[src/logic/serial_line_pkg.sv]
`default_nettype none
package serial_line_pkg;
	// Device clock
	localparam int unsigned SYS_CLK_HZ = 40_000_000;
	// Register byte offsets
	localparam logic [7:0] ADDR_MODEM = 8'h00;
	localparam logic [7:0] ADDR_BAUD = 8'h04;
	localparam logic [7:0] ADDR_FORMAT = 8'h08;
	localparam logic [7:0] ADDR_TXDATA = 8'h0C;
	localparam logic [7:0] ADDR_RXDATA = 8'h10;
	localparam logic [7:0] ADDR_STATUS = 8'h14;
	localparam logic [7:0] ADDR_ERROR = 8'h18;
	// Supported line rates
	localparam int BAUD_N = 17;
	localparam int unsigned BAUD_LIST [BAUD_N] = '{50, 75, 110, 150, 300, 1200, 1800,
		2000, 2400, 3600, 4800, 7200, 9600, 19200, 38400, 57600, 115200};
	localparam logic [4:0] BAUD_DEF_IDX = 5'h0C;
	localparam logic [4:0] BAUD_BAD = 5'h1F;
	// Modem line modes
	localparam logic [1:0] MODE_OFF = 2'h0;
	localparam logic [1:0] MODE_ON = 2'h1;
	localparam logic [1:0] MODE_TRACK = 2'h2;
	// Parity types
	localparam logic [2:0] PAR_NONE = 3'h0;
	localparam logic [2:0] PAR_EVEN = 3'h1;
	localparam logic [2:0] PAR_ODD = 3'h2;
	localparam logic [2:0] PAR_ZERO = 3'h3;
	localparam logic [2:0] PAR_ONE = 3'h4;
	// Legal word lengths and stop counts
	localparam logic [3:0] WLEN_7 = 4'h7;
	localparam logic [3:0] WLEN_8 = 4'h8;
	localparam logic [1:0] STOP_1 = 2'h1;
	localparam logic [1:0] STOP_2 = 2'h2;
	// Flow characters
	localparam logic [7:0] CHAR_XON = 8'h11;
	localparam logic [7:0] CHAR_XOFF = 8'h13;
	// Error codes, two's complement of -221 and -224
	localparam logic [15:0] ERR_CONFLICT = 16'hFF23;
	localparam logic [15:0] ERR_ILLEGAL = 16'hFF20;
	localparam logic [15:0] ERR_NONE = 16'h0000;
	// Bus carriers
	typedef struct packed {
		logic psel;
		logic penable;
		logic pwrite;
		logic [7:0] paddr;
		logic [31:0] pwdata;
	} apb_req_t;
	typedef struct packed {
		logic [31:0] prdata;
		logic pready;
		logic pslverr;
	} apb_rsp_t;
	// Register layouts
	typedef struct packed {
		logic [26:0] rsvd;
		logic rs422;
		logic [1:0] rts;
		logic [1:0] dtr;
	} modem_reg_t;
	typedef struct packed {
		logic [14:0] rsvd;
		logic [16:0] rate;
	} baud_reg_t;
	typedef struct packed {
		logic [19:0] rsvd;
		logic tx_software_pacing_enable;
		logic rx_software_pacing_enable;
		logic [1:0] stop;
		logic pad;
		logic [2:0] parity;
		logic [3:0] wlen;
	} format_reg_t;
	typedef struct packed {
		logic [21:0] rsvd;
		logic valid;
		logic par_err;
		logic [7:0] data;
	} rxdata_reg_t;
	typedef struct packed {
		logic [24:0] rsvd;
		logic hw_block;
		logic paused;
		logic dsr;
		logic cts;
		logic rx_full;
		logic tx_busy;
		logic hold_full;
	} status_reg_t;
	typedef struct packed {
		logic [14:0] rsvd;
		logic pend;
		logic [15:0] code;
	} error_reg_t;
	typedef enum logic [2:0] {TX_IDLE, TX_START, TX_DATA, TX_PAR, TX_STOP} tx_state_t;
	typedef enum logic [2:0] {RX_IDLE, RX_START, RX_DATA, RX_PAR, RX_STOP} rx_state_t;
endpackage
`default_nettype wire

[src/logic/serial_line_ctrl.sv]
// Functional notes
// - DTR on drives high always, off drives low always.
// - DTR tracking mode follows receive buffer readiness.
// - DTR tracking without RS422: transmitter waits while partner holds DSR low.
// - DTR mode survives reset.
// - DTR change in a write that also sets RS422 refused with -221.
// - RTS on drives high always, off drives low always.
// - RTS tracking mode follows receive buffer readiness.
// - RTS tracking: transmitter waits while partner holds CTS low.
// - One shared baud setting from listed rates, default 9600.
// - Unlisted baud refused with -224, old rate kept.
// - One shared word length, seven or eight bits.
// - Other word lengths refused with -224.
// - Baud, length, pacing and parity survive reset.
// - Receive pacing sends Xon when ready, Xoff when buffer fills.
// - Even parity generated and checked, mismatch flagged.
// - Odd parity generated and checked, mismatch flagged.
// - Stick-zero parity sent low, non-low received flagged.
// - Stick-one parity sent high, non-high received flagged.
// - No parity: none sent, none expected.
// - One parity setting serves transmit and receive.
// - One or two stop bits, shared by both directions.
// - Transmit pacing: Xoff from partner stops data until Xon.
// - Stop bit count survives reset.
`default_nettype none
module serial_line_ctrl
	import serial_line_pkg::*;
#(
	parameter int unsigned CLK_HZ = SYS_CLK_HZ
) (
	input wire logic i_sys_clk,
	input wire logic i_rst,
	input wire logic i_por,
	input wire logic i_clk_en,
	input wire apb_req_t i_apb,
	output var apb_rsp_t o_apb,
	input wire logic i_rxd,
	input wire logic i_cts,
	input wire logic i_dsr,
	output logic o_txd,
	output logic o_dtr,
	output logic o_rts
);

	////////////////////////////////////////////////////////////////////////////
	typedef struct packed {
		logic [1:0] dtr_mode;
		logic [1:0] rts_mode;
		logic rs422;
		logic [4:0] baud_sel;
		logic word8;
		logic [2:0] parity;
		logic stop2;
		logic rx_software_pacing_enable;
		logic tx_software_pacing_enable;
		logic [1:0] rxd_s;
		logic [1:0] cts_s;
		logic [1:0] dsr_s;
		logic dtr;
		logic rts;
		tx_state_t tx_st;
		logic [19:0] tx_cnt;
		logic [2:0] tx_bit;
		logic [7:0] tx_sh;
		logic tx_pbit;
		logic txd;
		logic [7:0] hold;
		logic hold_v;
		logic flow_pend;
		logic flow_xon;
		logic ready_q;
		logic paused;
		rx_state_t rx_st;
		logic [19:0] rx_cnt;
		logic [2:0] rx_bit;
		logic [7:0] rx_sh;
		logic rx_pbad;
		logic [7:0] rx_buf;
		logic rx_full;
		logic par_err;
		logic [15:0] err_code;
		logic err_pend;
		logic armed;
		logic [31:0] rdata;
		logic slverr;
	} st_t;

	st_t s;
	st_t n;

	////////////////////////////////////////////////////////////////////////////
	// Bit period in clocks for a rate index
	function automatic logic [19:0] bit_div(input logic [4:0] sel);
		logic [19:0] d;
		d = 20'(CLK_HZ / BAUD_LIST[0]);
		for (int i = 0; i < BAUD_N; i++) begin
			if (sel == 5'(i)) begin
				d = 20'(CLK_HZ / BAUD_LIST[i]);
			end
		end
		return d;
	endfunction

	// Rate index for a numeric rate, or the bad marker
	function automatic logic [4:0] baud_find(input logic [16:0] r);
		logic [4:0] k;
		k = BAUD_BAD;
		for (int i = 0; i < BAUD_N; i++) begin
			if (r == 17'(BAUD_LIST[i])) begin
				k = 5'(i);
			end
		end
		return k;
	endfunction

	// Numeric rate for a rate index
	function automatic logic [16:0] baud_val(input logic [4:0] sel);
		logic [16:0] v;
		v = 17'(BAUD_LIST[0]);
		for (int i = 0; i < BAUD_N; i++) begin
			if (sel == 5'(i)) begin
				v = 17'(BAUD_LIST[i]);
			end
		end
		return v;
	endfunction

	// Parity bit for a character under a parity type
	function automatic logic par_bit(input logic [2:0] ptype, input logic [7:0] d,
		input logic w8);
		logic x;
		x = w8 ? ^d : ^d[6:0];
		unique case (ptype)
			PAR_EVEN: par_bit = x;
			PAR_ODD: par_bit = ~x;
			PAR_ZERO: par_bit = 1'b0;
			PAR_ONE: par_bit = 1'b1;
			default: par_bit = 1'b0;
		endcase
	endfunction

	// Modem line level for a mode
	function automatic logic mode_level(input logic [1:0] mode, input logic ready);
		unique case (mode)
			MODE_ON: mode_level = 1'b1;
			MODE_TRACK: mode_level = ready;
			default: mode_level = 1'b0;
		endcase
	endfunction

	////////////////////////////////////////////////////////////////////////////
	logic [19:0] div;
	logic [2:0] last_bit;
	logic rxd;
	logic cts;
	logic dsr;
	logic can_accept;
	logic hw_ok;
	logic take;
	logic err_set;
	logic [15:0] err_val;
	logic [7:0] rx_word;
	logic tx_tick;
	logic rx_tick;
	logic tx_load;
	logic [7:0] tx_word;
	modem_reg_t wm;
	baud_reg_t wb;
	format_reg_t wf;
	logic [4:0] bidx;
	logic [31:0] rmux;
	logic rbad;

	// Next-state logic
	always_comb begin
		n = s;
		div = bit_div(s.baud_sel);
		last_bit = s.word8 ? 3'h7 : 3'h6;
		rxd = s.rxd_s[1];
		cts = s.cts_s[1];
		dsr = s.dsr_s[1];
		can_accept = ~s.rx_full;
		hw_ok = (s.rts_mode != MODE_TRACK || cts)
			&& (s.rs422 || s.dtr_mode != MODE_TRACK || dsr);
		take = i_apb.psel & i_apb.penable & s.armed;
		err_set = 1'b0;
		err_val = ERR_NONE;
		wm = modem_reg_t'(i_apb.pwdata);
		wb = baud_reg_t'(i_apb.pwdata);
		wf = format_reg_t'(i_apb.pwdata);
		bidx = baud_find(wb.rate);
		rx_word = s.word8 ? s.rx_sh : {1'b0, s.rx_sh[7:1]};
		tx_tick = (s.tx_cnt == 20'h0);
		rx_tick = (s.rx_cnt == 20'h0);
		tx_load = 1'b0;
		tx_word = s.hold;
		rmux = 32'h0;
		rbad = 1'b0;

		// Two-flop synchronisers
		n.rxd_s = {s.rxd_s[0], i_rxd};
		n.cts_s = {s.cts_s[0], i_cts};
		n.dsr_s = {s.dsr_s[0], i_dsr};

		// Modem outputs
		n.dtr = mode_level(s.dtr_mode, can_accept);
		n.rts = mode_level(s.rts_mode, can_accept);

		// Read mux, captured in the setup cycle
		unique case (i_apb.paddr)
			ADDR_MODEM: rmux = 32'(modem_reg_t'{rsvd: '0, rs422: s.rs422,
				rts: s.rts_mode, dtr: s.dtr_mode});
			ADDR_BAUD: rmux = 32'(baud_reg_t'{rsvd: '0, rate: baud_val(s.baud_sel)});
			ADDR_FORMAT: rmux = 32'(format_reg_t'{rsvd: '0, tx_software_pacing_enable: s.tx_software_pacing_enable,
				rx_software_pacing_enable: s.rx_software_pacing_enable, stop: s.stop2 ? STOP_2 : STOP_1, pad: 1'b0,
				parity: s.parity, wlen: s.word8 ? WLEN_8 : WLEN_7});
			ADDR_TXDATA: rmux = 32'h0;
			ADDR_RXDATA: rmux = 32'(rxdata_reg_t'{rsvd: '0, valid: s.rx_full,
				par_err: s.par_err, data: s.rx_buf});
			ADDR_STATUS: rmux = 32'(status_reg_t'{rsvd: '0, hw_block: ~hw_ok,
				paused: s.paused, dsr: dsr, cts: cts, rx_full: s.rx_full,
				tx_busy: s.tx_st != TX_IDLE, hold_full: s.hold_v});
			ADDR_ERROR: rmux = 32'(error_reg_t'{rsvd: '0, pend: s.err_pend,
				code: s.err_code});
			default: rbad = 1'b1;
		endcase
		if (i_apb.psel && !s.armed) begin
			n.armed = 1'b1;
			n.rdata = rbad ? 32'h0 : rmux;
			n.slverr = rbad;
		end

		// Register writes and read side effects
		if (take) begin
			n.armed = 1'b0;
			if (i_apb.pwrite) begin
				unique case (i_apb.paddr)
					ADDR_MODEM: begin
						n.rs422 = wm.rs422;
						if (wm.rts > MODE_TRACK) begin
							err_set = 1'b1;
							err_val = ERR_ILLEGAL;
						end else begin
							n.rts_mode = wm.rts;
						end
						if (wm.dtr != s.dtr_mode) begin
							if (wm.dtr > MODE_TRACK) begin
								err_set = 1'b1;
								err_val = ERR_ILLEGAL;
							end else if (wm.rs422) begin
								err_set = 1'b1;
								err_val = ERR_CONFLICT;
							end else begin
								n.dtr_mode = wm.dtr;
							end
						end
					end
					ADDR_BAUD: begin
						if (bidx == BAUD_BAD || wb.rsvd != '0) begin
							err_set = 1'b1;
							err_val = ERR_ILLEGAL;
						end else begin
							n.baud_sel = bidx;
						end
					end
					ADDR_FORMAT: begin
						n.rx_software_pacing_enable = wf.rx_software_pacing_enable;
						n.tx_software_pacing_enable = wf.tx_software_pacing_enable;
						if (wf.wlen == WLEN_7 || wf.wlen == WLEN_8) begin
							n.word8 = (wf.wlen == WLEN_8);
						end else begin
							err_set = 1'b1;
							err_val = ERR_ILLEGAL;
						end
						if (wf.parity <= PAR_ONE) begin
							n.parity = wf.parity;
						end else begin
							err_set = 1'b1;
							err_val = ERR_ILLEGAL;
						end
						if (wf.stop == STOP_1 || wf.stop == STOP_2) begin
							n.stop2 = (wf.stop == STOP_2);
						end else begin
							err_set = 1'b1;
							err_val = ERR_ILLEGAL;
						end
					end
					ADDR_TXDATA: begin
						if (!s.hold_v) begin
							n.hold = i_apb.pwdata[7:0];
							n.hold_v = 1'b1;
						end
					end
					default: ;
				endcase
			end else begin
				unique case (i_apb.paddr)
					ADDR_RXDATA: begin
						n.rx_full = 1'b0;
						n.par_err = 1'b0;
					end
					ADDR_ERROR: n.err_pend = 1'b0;
					default: ;
				endcase
			end
		end
		if (err_set) begin
			n.err_code = err_val;
			n.err_pend = 1'b1;
		end

		// Transmitter
		if (s.tx_st != TX_IDLE) begin
			n.tx_cnt = tx_tick ? div - 20'h1 : s.tx_cnt - 20'h1;
		end
		unique case (s.tx_st)
			TX_IDLE: begin
				n.txd = 1'b1;
				if (hw_ok && s.flow_pend) begin
					tx_load = 1'b1;
					tx_word = s.flow_xon ? CHAR_XON : CHAR_XOFF;
					n.flow_pend = 1'b0;
				end else if (hw_ok && s.hold_v && !(s.tx_software_pacing_enable && s.paused)) begin
					tx_load = 1'b1;
					n.hold_v = 1'b0;
				end
				if (tx_load) begin
					n.tx_st = TX_START;
					n.txd = 1'b0;
					n.tx_sh = tx_word;
					n.tx_pbit = par_bit(s.parity, tx_word, s.word8);
					n.tx_cnt = div - 20'h1;
					n.tx_bit = 3'h0;
				end
			end
			TX_START: begin
				if (tx_tick) begin
					n.tx_st = TX_DATA;
					n.txd = s.tx_sh[0];
				end
			end
			TX_DATA: begin
				if (tx_tick) begin
					if (s.tx_bit == last_bit) begin
						if (s.parity != PAR_NONE) begin
							n.tx_st = TX_PAR;
							n.txd = s.tx_pbit;
						end else begin
							n.tx_st = TX_STOP;
							n.txd = 1'b1;
							n.tx_bit = s.stop2 ? 3'h1 : 3'h0;
						end
					end else begin
						n.tx_bit = s.tx_bit + 3'h1;
						n.tx_sh = s.tx_sh >> 1;
						n.txd = s.tx_sh[1];
					end
				end
			end
			TX_PAR: begin
				if (tx_tick) begin
					n.tx_st = TX_STOP;
					n.txd = 1'b1;
					n.tx_bit = s.stop2 ? 3'h1 : 3'h0;
				end
			end
			TX_STOP: begin
				if (tx_tick) begin
					if (s.tx_bit == 3'h0) begin
						n.tx_st = TX_IDLE;
					end else begin
						n.tx_bit = s.tx_bit - 3'h1;
					end
				end
			end
		endcase

		// Receiver
		if (s.rx_st != RX_IDLE) begin
			n.rx_cnt = rx_tick ? div - 20'h1 : s.rx_cnt - 20'h1;
		end
		unique case (s.rx_st)
			RX_IDLE: begin
				if (!rxd) begin
					n.rx_st = RX_START;
					n.rx_cnt = div >> 1;
					n.rx_pbad = 1'b0;
				end
			end
			RX_START: begin
				if (rx_tick) begin
					n.rx_st = rxd ? RX_IDLE : RX_DATA;
					n.rx_bit = 3'h0;
				end
			end
			RX_DATA: begin
				if (rx_tick) begin
					n.rx_sh = {rxd, s.rx_sh[7:1]};
					if (s.rx_bit == last_bit) begin
						n.rx_st = (s.parity != PAR_NONE) ? RX_PAR : RX_STOP;
						n.rx_bit = s.stop2 ? 3'h1 : 3'h0;
					end else begin
						n.rx_bit = s.rx_bit + 3'h1;
					end
				end
			end
			RX_PAR: begin
				if (rx_tick) begin
					n.rx_st = RX_STOP;
					n.rx_pbad = (rxd != par_bit(s.parity, rx_word, s.word8));
				end
			end
			RX_STOP: begin
				if (rx_tick) begin
					if (s.rx_bit == 3'h0) begin
						n.rx_st = RX_IDLE;
						if (s.rx_pbad) begin
							n.par_err = 1'b1;
						end
						if (s.tx_software_pacing_enable && rx_word == CHAR_XOFF) begin
							n.paused = 1'b1;
						end else if (s.tx_software_pacing_enable && rx_word == CHAR_XON) begin
							n.paused = 1'b0;
						end else if (n.rx_full == 1'b0) begin
							n.rx_buf = rx_word;
							n.rx_full = 1'b1;
						end
					end else begin
						n.rx_bit = s.rx_bit - 3'h1;
					end
				end
			end
		endcase

		// Receive pacing characters on readiness change
		n.ready_q = can_accept;
		if (s.rx_software_pacing_enable && can_accept != s.ready_q) begin
			n.flow_pend = 1'b1;
			n.flow_xon = can_accept;
		end

		// Reset leaves settings alone; power-on loads defaults
		if (i_rst || i_por) begin
			n.rxd_s = 2'h3;
			n.cts_s = 2'h0;
			n.dsr_s = 2'h0;
			n.dtr = 1'b0;
			n.rts = 1'b0;
			n.tx_st = TX_IDLE;
			n.tx_cnt = 20'h0;
			n.tx_bit = 3'h0;
			n.tx_sh = 8'h00;
			n.tx_pbit = 1'b0;
			n.txd = 1'b1;
			n.hold = 8'h00;
			n.hold_v = 1'b0;
			n.flow_pend = 1'b0;
			n.flow_xon = 1'b0;
			n.ready_q = 1'b1;
			n.paused = 1'b0;
			n.rx_st = RX_IDLE;
			n.rx_cnt = 20'h0;
			n.rx_bit = 3'h0;
			n.rx_sh = 8'h00;
			n.rx_pbad = 1'b0;
			n.rx_buf = 8'h00;
			n.rx_full = 1'b0;
			n.par_err = 1'b0;
			n.err_code = ERR_NONE;
			n.err_pend = 1'b0;
			n.armed = 1'b0;
			n.rdata = 32'h0;
			n.slverr = 1'b0;
		end
		if (i_por) begin
			n.dtr_mode = MODE_OFF;
			n.rts_mode = MODE_OFF;
			n.rs422 = 1'b0;
			n.baud_sel = BAUD_DEF_IDX;
			n.word8 = 1'b1;
			n.parity = PAR_NONE;
			n.stop2 = 1'b0;
			n.rx_software_pacing_enable = 1'b0;
			n.tx_software_pacing_enable = 1'b0;
		end
	end

	////////////////////////////////////////////////////////////////////////////
	// State register; settings untouched by i_rst
	always_ff @(posedge i_sys_clk) begin
		if (i_rst || i_por || i_clk_en) begin
			s <= n;
		end
	end

	// Outputs
	assign o_txd = s.txd;
	assign o_dtr = s.dtr;
	assign o_rts = s.rts;
	// Bus answer: registered data, zero-wait ready gated by the enable
	assign o_apb = '{prdata: s.rdata,
		pready: i_apb.psel & i_apb.penable & s.armed & i_clk_en,
		pslverr: s.slverr};

endmodule
`default_nettype wire

[config.mk]
export PLATFORM = sky130hd
export DESIGN_NAME = serial_line_ctrl
export DESIGN_NICKNAME = d
export VERILOG_FILES = /design/src/logic/serial_line_pkg.sv /design/src/logic/serial_line_ctrl.sv
export SDC_FILE = /design/constraint.sdc
export NUM_CORES = 1
export LEC_CHECK = 0
export BUFFER_PORTS_ARGS = -buffer_cell sky130_fd_sc_hd__buf_2
export CELL_PAD_IN_SITES_DETAIL_PLACEMENT = 1
export CELL_PAD_IN_SITES_GLOBAL_PLACEMENT = 2
export CORE_MARGIN = 2
export CORE_UTILIZATION = 33
export DETAILED_ROUTE_END_ITERATION = 16
export PLACE_DENSITY_LB_ADDON = 0.3
export SLEW_MARGIN = 20
export SYNTH_ARGS = -nofsm -noshare
export SYNTH_HDL_FRONTEND = slang
export SYNTH_SLANG_ARGS = --single-unit
[constraint.sdc]
create_clock -name i_sys_clk -period 3.8 [get_ports i_sys_clk]
set_input_delay 0.38 -clock i_sys_clk [delete_from_list [all_inputs] [get_ports i_sys_clk]]
set_output_delay 0.38 -clock i_sys_clk [all_outputs]
set_load 0.005 [all_outputs]
==> results.toml, run 1 <==
[min_path]
min_to = "s[147]$_SDFFCE_PN0N_"
whs_path_depth = 2
hold_class = "in -> reg"
min_from = "i_dsr"

[detailed_routing]
via_per_inst = 5.769
routed_wl_um = 34830
first_pass_iters = 5
drtIter0Drc = 694
wl_per_cell_um = 21.69
num_vias = 9265
drcViolationCount = 0
antenna_left = 0

[grt]
grt_pass1_vias = 9300
grt_pass1_wl_um = 54930
grt_util_all_layers_pct = 21.35
gr-total-overflow = 0
grt_max_degree = 50
antenna_found_initial = 0

[setup_path]
cp_slowest_stage_delay_ps = 630
critPathMostFrequentCell = "o21ai_0"
cp_top_family = "compound AO/OA/AOI/OAI gates"
path_cells = "inv_1 > o21ai_0 > a211o_1 > a21oi_1 > ha_1 > o21a_1 > o21ai_0 > a221oi_1 > a32oi_1 > o22ai_1 > a211oi_1"
cp_data_required_time_ps = 3950
r2r_setup_slack_ps = 450
arrival_ps = 3500
cp-start-kind = "flip-flop"
cp_num_buf_inv = 1
cp.depth = 11
r2r_end = "s[126]$_SDFFCE_PN0N_"
r2r_cells = 11
criticalPathCategory = "reg -> reg"
cp-end-kind = "flip-flop"
crit_path_max_fanout = 13
crit_path_top_delay_cell = "a221oi_1"
r2r_start = "s[163]$_SDFFCE_PP1P_"

[synthesis]
synth_cells = 1175
synth-edff-count = 141
async_flop_share_pct = 0
ys_seq_area_share_pct = 41.05
ys_seq_elements = 141
avgSynthCellArea_sq_um = 8.778
synth_cell_types = 75
yosysWarnings = 0
syn_area_sq_um = 10310
ys.flop_type = "edfxtp_1"

[flow_run]
maxCapViolations = 0

[clock_tree]
cts.htree.levels = 4
cts_root_buf = "clkbuf_16"
cts_setup_buffers = 0
cts_buffers = 17
cts_resized = 0
clk_pin_slew_ps = 60
clock_latency_ps = 440
clock_path_buffers = 2
cts_tree = "done"
hold_buffers = 0
cts.sinks = 141

[timing]
finalSetupViolCount = 0
min_period_ps = 3353
relSlewSlack_pct = 26.20
final_max_slew_viol_count = 0
tightest_slew_ps = 1103
fin_crit_sh_pct = 88.23
rsz0062_at_grt = "no"
fin_tns_setup_ps = 0
hold_viol = 0
fin_skew_ps = 18.61
clock.fmax_mhz = 298.3

[finish]
final_common_cell = "edfxtp_1"
nets = 1270
drive_above_1_share_pct = 12.89
syn_to_final_growth_pct = 11.36
insertedDiodeCount = 0
mostFrequentLayoutCells = "141 x edfxtp_1, 119 x nor2_1, 101 x a21oi_1"

[floorplanning]
placementRows = 64
core_sq_um = 30670
ios = 87
dieArea_sq_um = 32680
chipHeight_um = 180.8
initial_core_util_pct = 33.63
die_w_um = 180.8

[run_status]
outcome = "finished clean"

[place]
port_buffers = 71
gp_congestion = 0.8664
dp_hpwl_um = 25650

[power_and_ir_drop]
peakVddDrop_v = 0.0002959
power.leakage_nw = 4.150
p_per_area_nw_per_um2 = 415.9
p_total_mw = 4.776
[state kept, by name (all words and copies together), names as in the netlist]
register and count:
s 117, o_apb 18, cts 1, dsr 1, o_dtr 1, o_rts 1, o_txd 1, rxd 1
[worst max-delay path by stage]
| stage | startpoint | end |
|---|---|---|
| final | s[163]$_SDFFCE_PP1P_ | s[126]$_SDFFCE_PN0N_ |
| after global routing | s[161]$_SDFFCE_PP0P_ | s[126]$_SDFFCE_PN0N_ |
| after detailed placement | s[163]$_SDFFCE_PP1P_ | s[126]$_SDFFCE_PN0N_ |
| after floorplan | s[79]$_SDFFCE_PN0N_ | s[62]$_SDFFCE_PN0P_ |
| after CTS | s[163]$_SDFFCE_PP1P_ | s[126]$_SDFFCE_PN0N_ |
| after global placement | s[163]$_SDFFCE_PP1P_ | s[126]$_SDFFCE_PN0N_ |
[logic make-up (layout without fill, tap and decap cells)]
| kind of cell | after synthesis | after routing | synth area share, % |
|---|---|---|---|
| mux | 18 | 18 | 1.795 |
| simple gates | 476 | 476 | 24.21 |
| fa+ha+maj | 23 | 23 | 2.790 |
| compound gates | 332 | 332 | 20.22 |
| buf+inv | 145 | 166 | 6.575 |
| xor+xnor | 39 | 39 | 3.312 |
| other cells | 1 | 15 | 0.03636 |
| flops | 141 | 141 | 41.05 |
[synthesized netlist by cell type (17+ instances only)]
library cell  number  area (sq um)
and2_1            27         168.9
buf_4             34         255.2
nand3_1           25         125.1
o21ai_0           74         370.4
nand2_1           91         341.6
nand2b_1          24         150.1
clkbuf_1          70         262.8
nor4_1            21         131.4
nor2_1           120         450.4
or3_1             17         106.4
a31oi_1           19         118.9
inv_1             29         108.9
xnor2_1           26         227.7
edfxtp_1         141          4234
nor3_1            42         210.2
nor2b_1           31         193.9
ha_1              23         287.8
a21oi_1          101         505.5
[per-stage QoR]
stage               util, %  cell area [sq um]  std cells  hold WS (ps)  setup slack [ps]
CTS                   37.45              11480       1606         219.9             433.1
global route          37.45              11480       1606         229.3             210.5
detailed placement    35.58              10910       1574         527.0             435.7
global placement      35.58              10910       1574         503.8             588.2
finish                37.45              11480       1606         233.9             447.2
floorplan                 -              10370       1189         474.9             867.8
[power by group]
part | switching (mW) | total (mW) | leakage (nW) | internal [mW]
logic | 0.693 | 1.10 | 2.33 | 0.404
clock network | 0.702 | 1.67 | 0.271 | 0.968
registers | 0.153 | 2.01 | 1.55 | 1.86
total | 1.55 | 4.78 | 4.15 | 3.23
[cell type report]
cell class	count	area, sq um
flip-flops and latches	141	4234
repair buffers	105	610.6
well taps	396	495.5
clock buffers	19	432.9
multi-input cells	903	5463
fillers	3626	19180
inverters	29	108.9
clock inverters	13	140.1
[metal layers]
| metal | GRT usage (%) | vias up | wire length (um) | part of all wire (%) |
|---|---|---|---|---|
| li1 | - | 4398 | - | - |
| met1 | 28.69 | 4626 | 16050 | 46 |
| met2 | 35.80 | 202 | 16890 | 48 |
| met3 | 2.842 | 39 | 1174 | 3.4 |
| met4 | 6.258 | 0 | 716 | 2.1 |
| met5 | 0 | - | 0 | 0 |
Note: power is estimated with default switching activity, not from simulation.
==> inputs of run 2 (changes only) <==
Settings changed: GPL_ROUTABILITY_DRIVEN set to 0.
Clock period 3.8 ns to 3.6 ns, I/O delays scaled along.
==> results.toml, run 2 (synthesized netlist as in run 1, its figures left out) <==
[setup_path]
r2r_end = "s[126]$_SDFFCE_PN0N_"
r2r_cells = 12
critPathLaunch = "s[161]$_SDFFCE_PP0P_"
cp_data_required_time_ps = 3750
cp-end-kind = "flip-flop"
criticalPathCategory = "reg -> reg"
r2r_setup_slack_ps = 350
crit_end = "s[126]$_SDFFCE_PN0N_"
cp-start-kind = "flip-flop"
r2r_start = "s[161]$_SDFFCE_PP0P_"
crit_path_max_fanout = 15
arrival_ps = 3400

[timing]
final_max_slew_viol_count = 0
hold_viol = 0
finalWorstSetupSlack_ps = 348.6
finalSetupViolCount = 0
rsz0062_at_grt = "no"
clock.fmax_mhz = 307.6
min_period_ps = 3251
fin_crit_sh_pct = 90.32
fin_skew_ps = 10.62
tightest_slew_ps = 814.6
hold_ws_ps = 193.5
relSlewSlack_pct = 45.69
fin_tns_setup_ps = 0

[floorplanning]
placementRows = 64
die_w_um = 180.8
initial_core_util_pct = 33.63
dieArea_sq_um = 32680
chipHeight_um = 180.8
core_sq_um = 30670
ios = 87

[min_path]
hold_class = "in -> reg"
min_from = "i_rxd"

[clock_tree]
clock_latency_ps = 440
cts_root_buf = "clkbuf_16"
cts.sinks = 141
cts.htree.levels = 4
cts_tree = "done"
clk_pin_slew_ps = 70
clock_path_buffers = 2
cts_buffers = 17

[power_and_ir_drop]
power.leakage_nw = 4.235
peakVddDrop_v = 0.0003398
p_per_area_nw_per_um2 = 448.9

[detailed_routing]
wl_per_cell_um = 21.31
drcViolationCount = 0
first_pass_iters = 4
via_per_inst = 5.695
num_vias = 9221
drtIter0Drc = 692
antenna_left = 0
routed_wl_um = 34500

[finish]
final-seq-area_sq_um = 4234
final_common_cell = "edfxtp_1"
mostFrequentLayoutCells = "141 x edfxtp_1, 118 x nor2_1, 101 x a21oi_1"
nFillCells = 3608
drive_above_1_share_pct = 14.08
syn_to_final_growth_pct = 12.80
largest_reg_flops = 117
regMostFlops = "s"
final_area_sq_um = 11630
nets = 1282
multi_input_area_sq_um = 5470

[place]
placedInstanceArea_sq_um = 10990
dp_hpwl_um = 25220
port_buffers = 71
dp_slack_ps = 154.2

[grt]
grt_pass1_wl_um = 54500
gr-total-overflow = 0
grt_max_degree = 53
grt_util_all_layers_pct = 21.17
antenna_found_initial = 0
grt_pass1_vias = 9249

[flow_run]
maxCapViolations = 0

[run_status]
outcome = "finished clean"
run 2: layout make-up:
class	count	area share (%)
Antenna cell	1	0.02151
Clock buffer	18	3.689
Clock inverter	14	1.656
Inverter	29	0.9357
Multi-Input combinational cell	903	47.02
Sequential cell	141	36.39
Tap cell	396	4.259
Timing Repair Buffer	117	6.023
run 2: worst min path at each step:
stage                     slack, ps              endpoint  depth (start not counted)
after CTS                       180  s[149]$_SDFFCE_PN0N_                          2
after global routing            190  s[151]$_SDFFCE_PN1N_                          2
final                           190  s[151]$_SDFFCE_PN1N_                          2
after floorplan                 470     rxd$_SDFFCE_PN1N_                          1
after detailed placement        510     cts$_SDFFCE_PN0N_                          1
after global placement          510     rxd$_SDFFCE_PN1N_                          1
run 2: report_power, final:
part,switching (mW),internal (mW),leakage (nW)
combinational,0.735,0.439,2.39
clock,0.768,1.16,0.296
sequential,0.159,1.96,1.55
total,1.66,3.56,4.24
run 2: per-stage QoR:
stage / cells / utilization [%] / power (mW)
2_1_floorplan: 1189 / - / 2.919
3_5_place_dp: 1584 / 35.82 / 3.316
3_3_place_gp: 1584 / 35.82 / 3.300
6_report: 1619 / 37.93 / 5.222
5_1_grt: 1618 / 37.92 / 5.466
4_1_cts: 1616 / 37.85 / 5.242
run 2: metal layers:
metal | part of all wire, % | global-route usage, % | wire, um | up-vias
met5 | 0 | 0 | 0 | -
met4 | 2.4 | 6.935 | 829 | 0
met3 | 3.5 | 2.459 | 1192 | 39
met2 | 48 | 34.90 | 16590 | 184
met1 | 46 | 28.89 | 15880 | 4591
li1 | - | - | - | 4407
run 2: worst max-delay path: stages, from the launching register on:
cell and delay (ps):
edfxtp_1 600, buf_4 270, nor2b_1 170, a31oi_1 180, a21oi_1 80, nor2_1 200, ha_1 370, o21a_1 170
o21ai_0 90, a221oi_2 500, a32oi_1 120, o22ai_1 150, a211oi_1 70
run 2: timing repair:
| item | CTS | global route |
|---|---|---|
| buffers inserted | 0 | 2 |
| gates resized for setup | 0 | 1 |
| hold buffers | 0 | 0 |
| endpoints found under the setup margin | 0 | 2 |
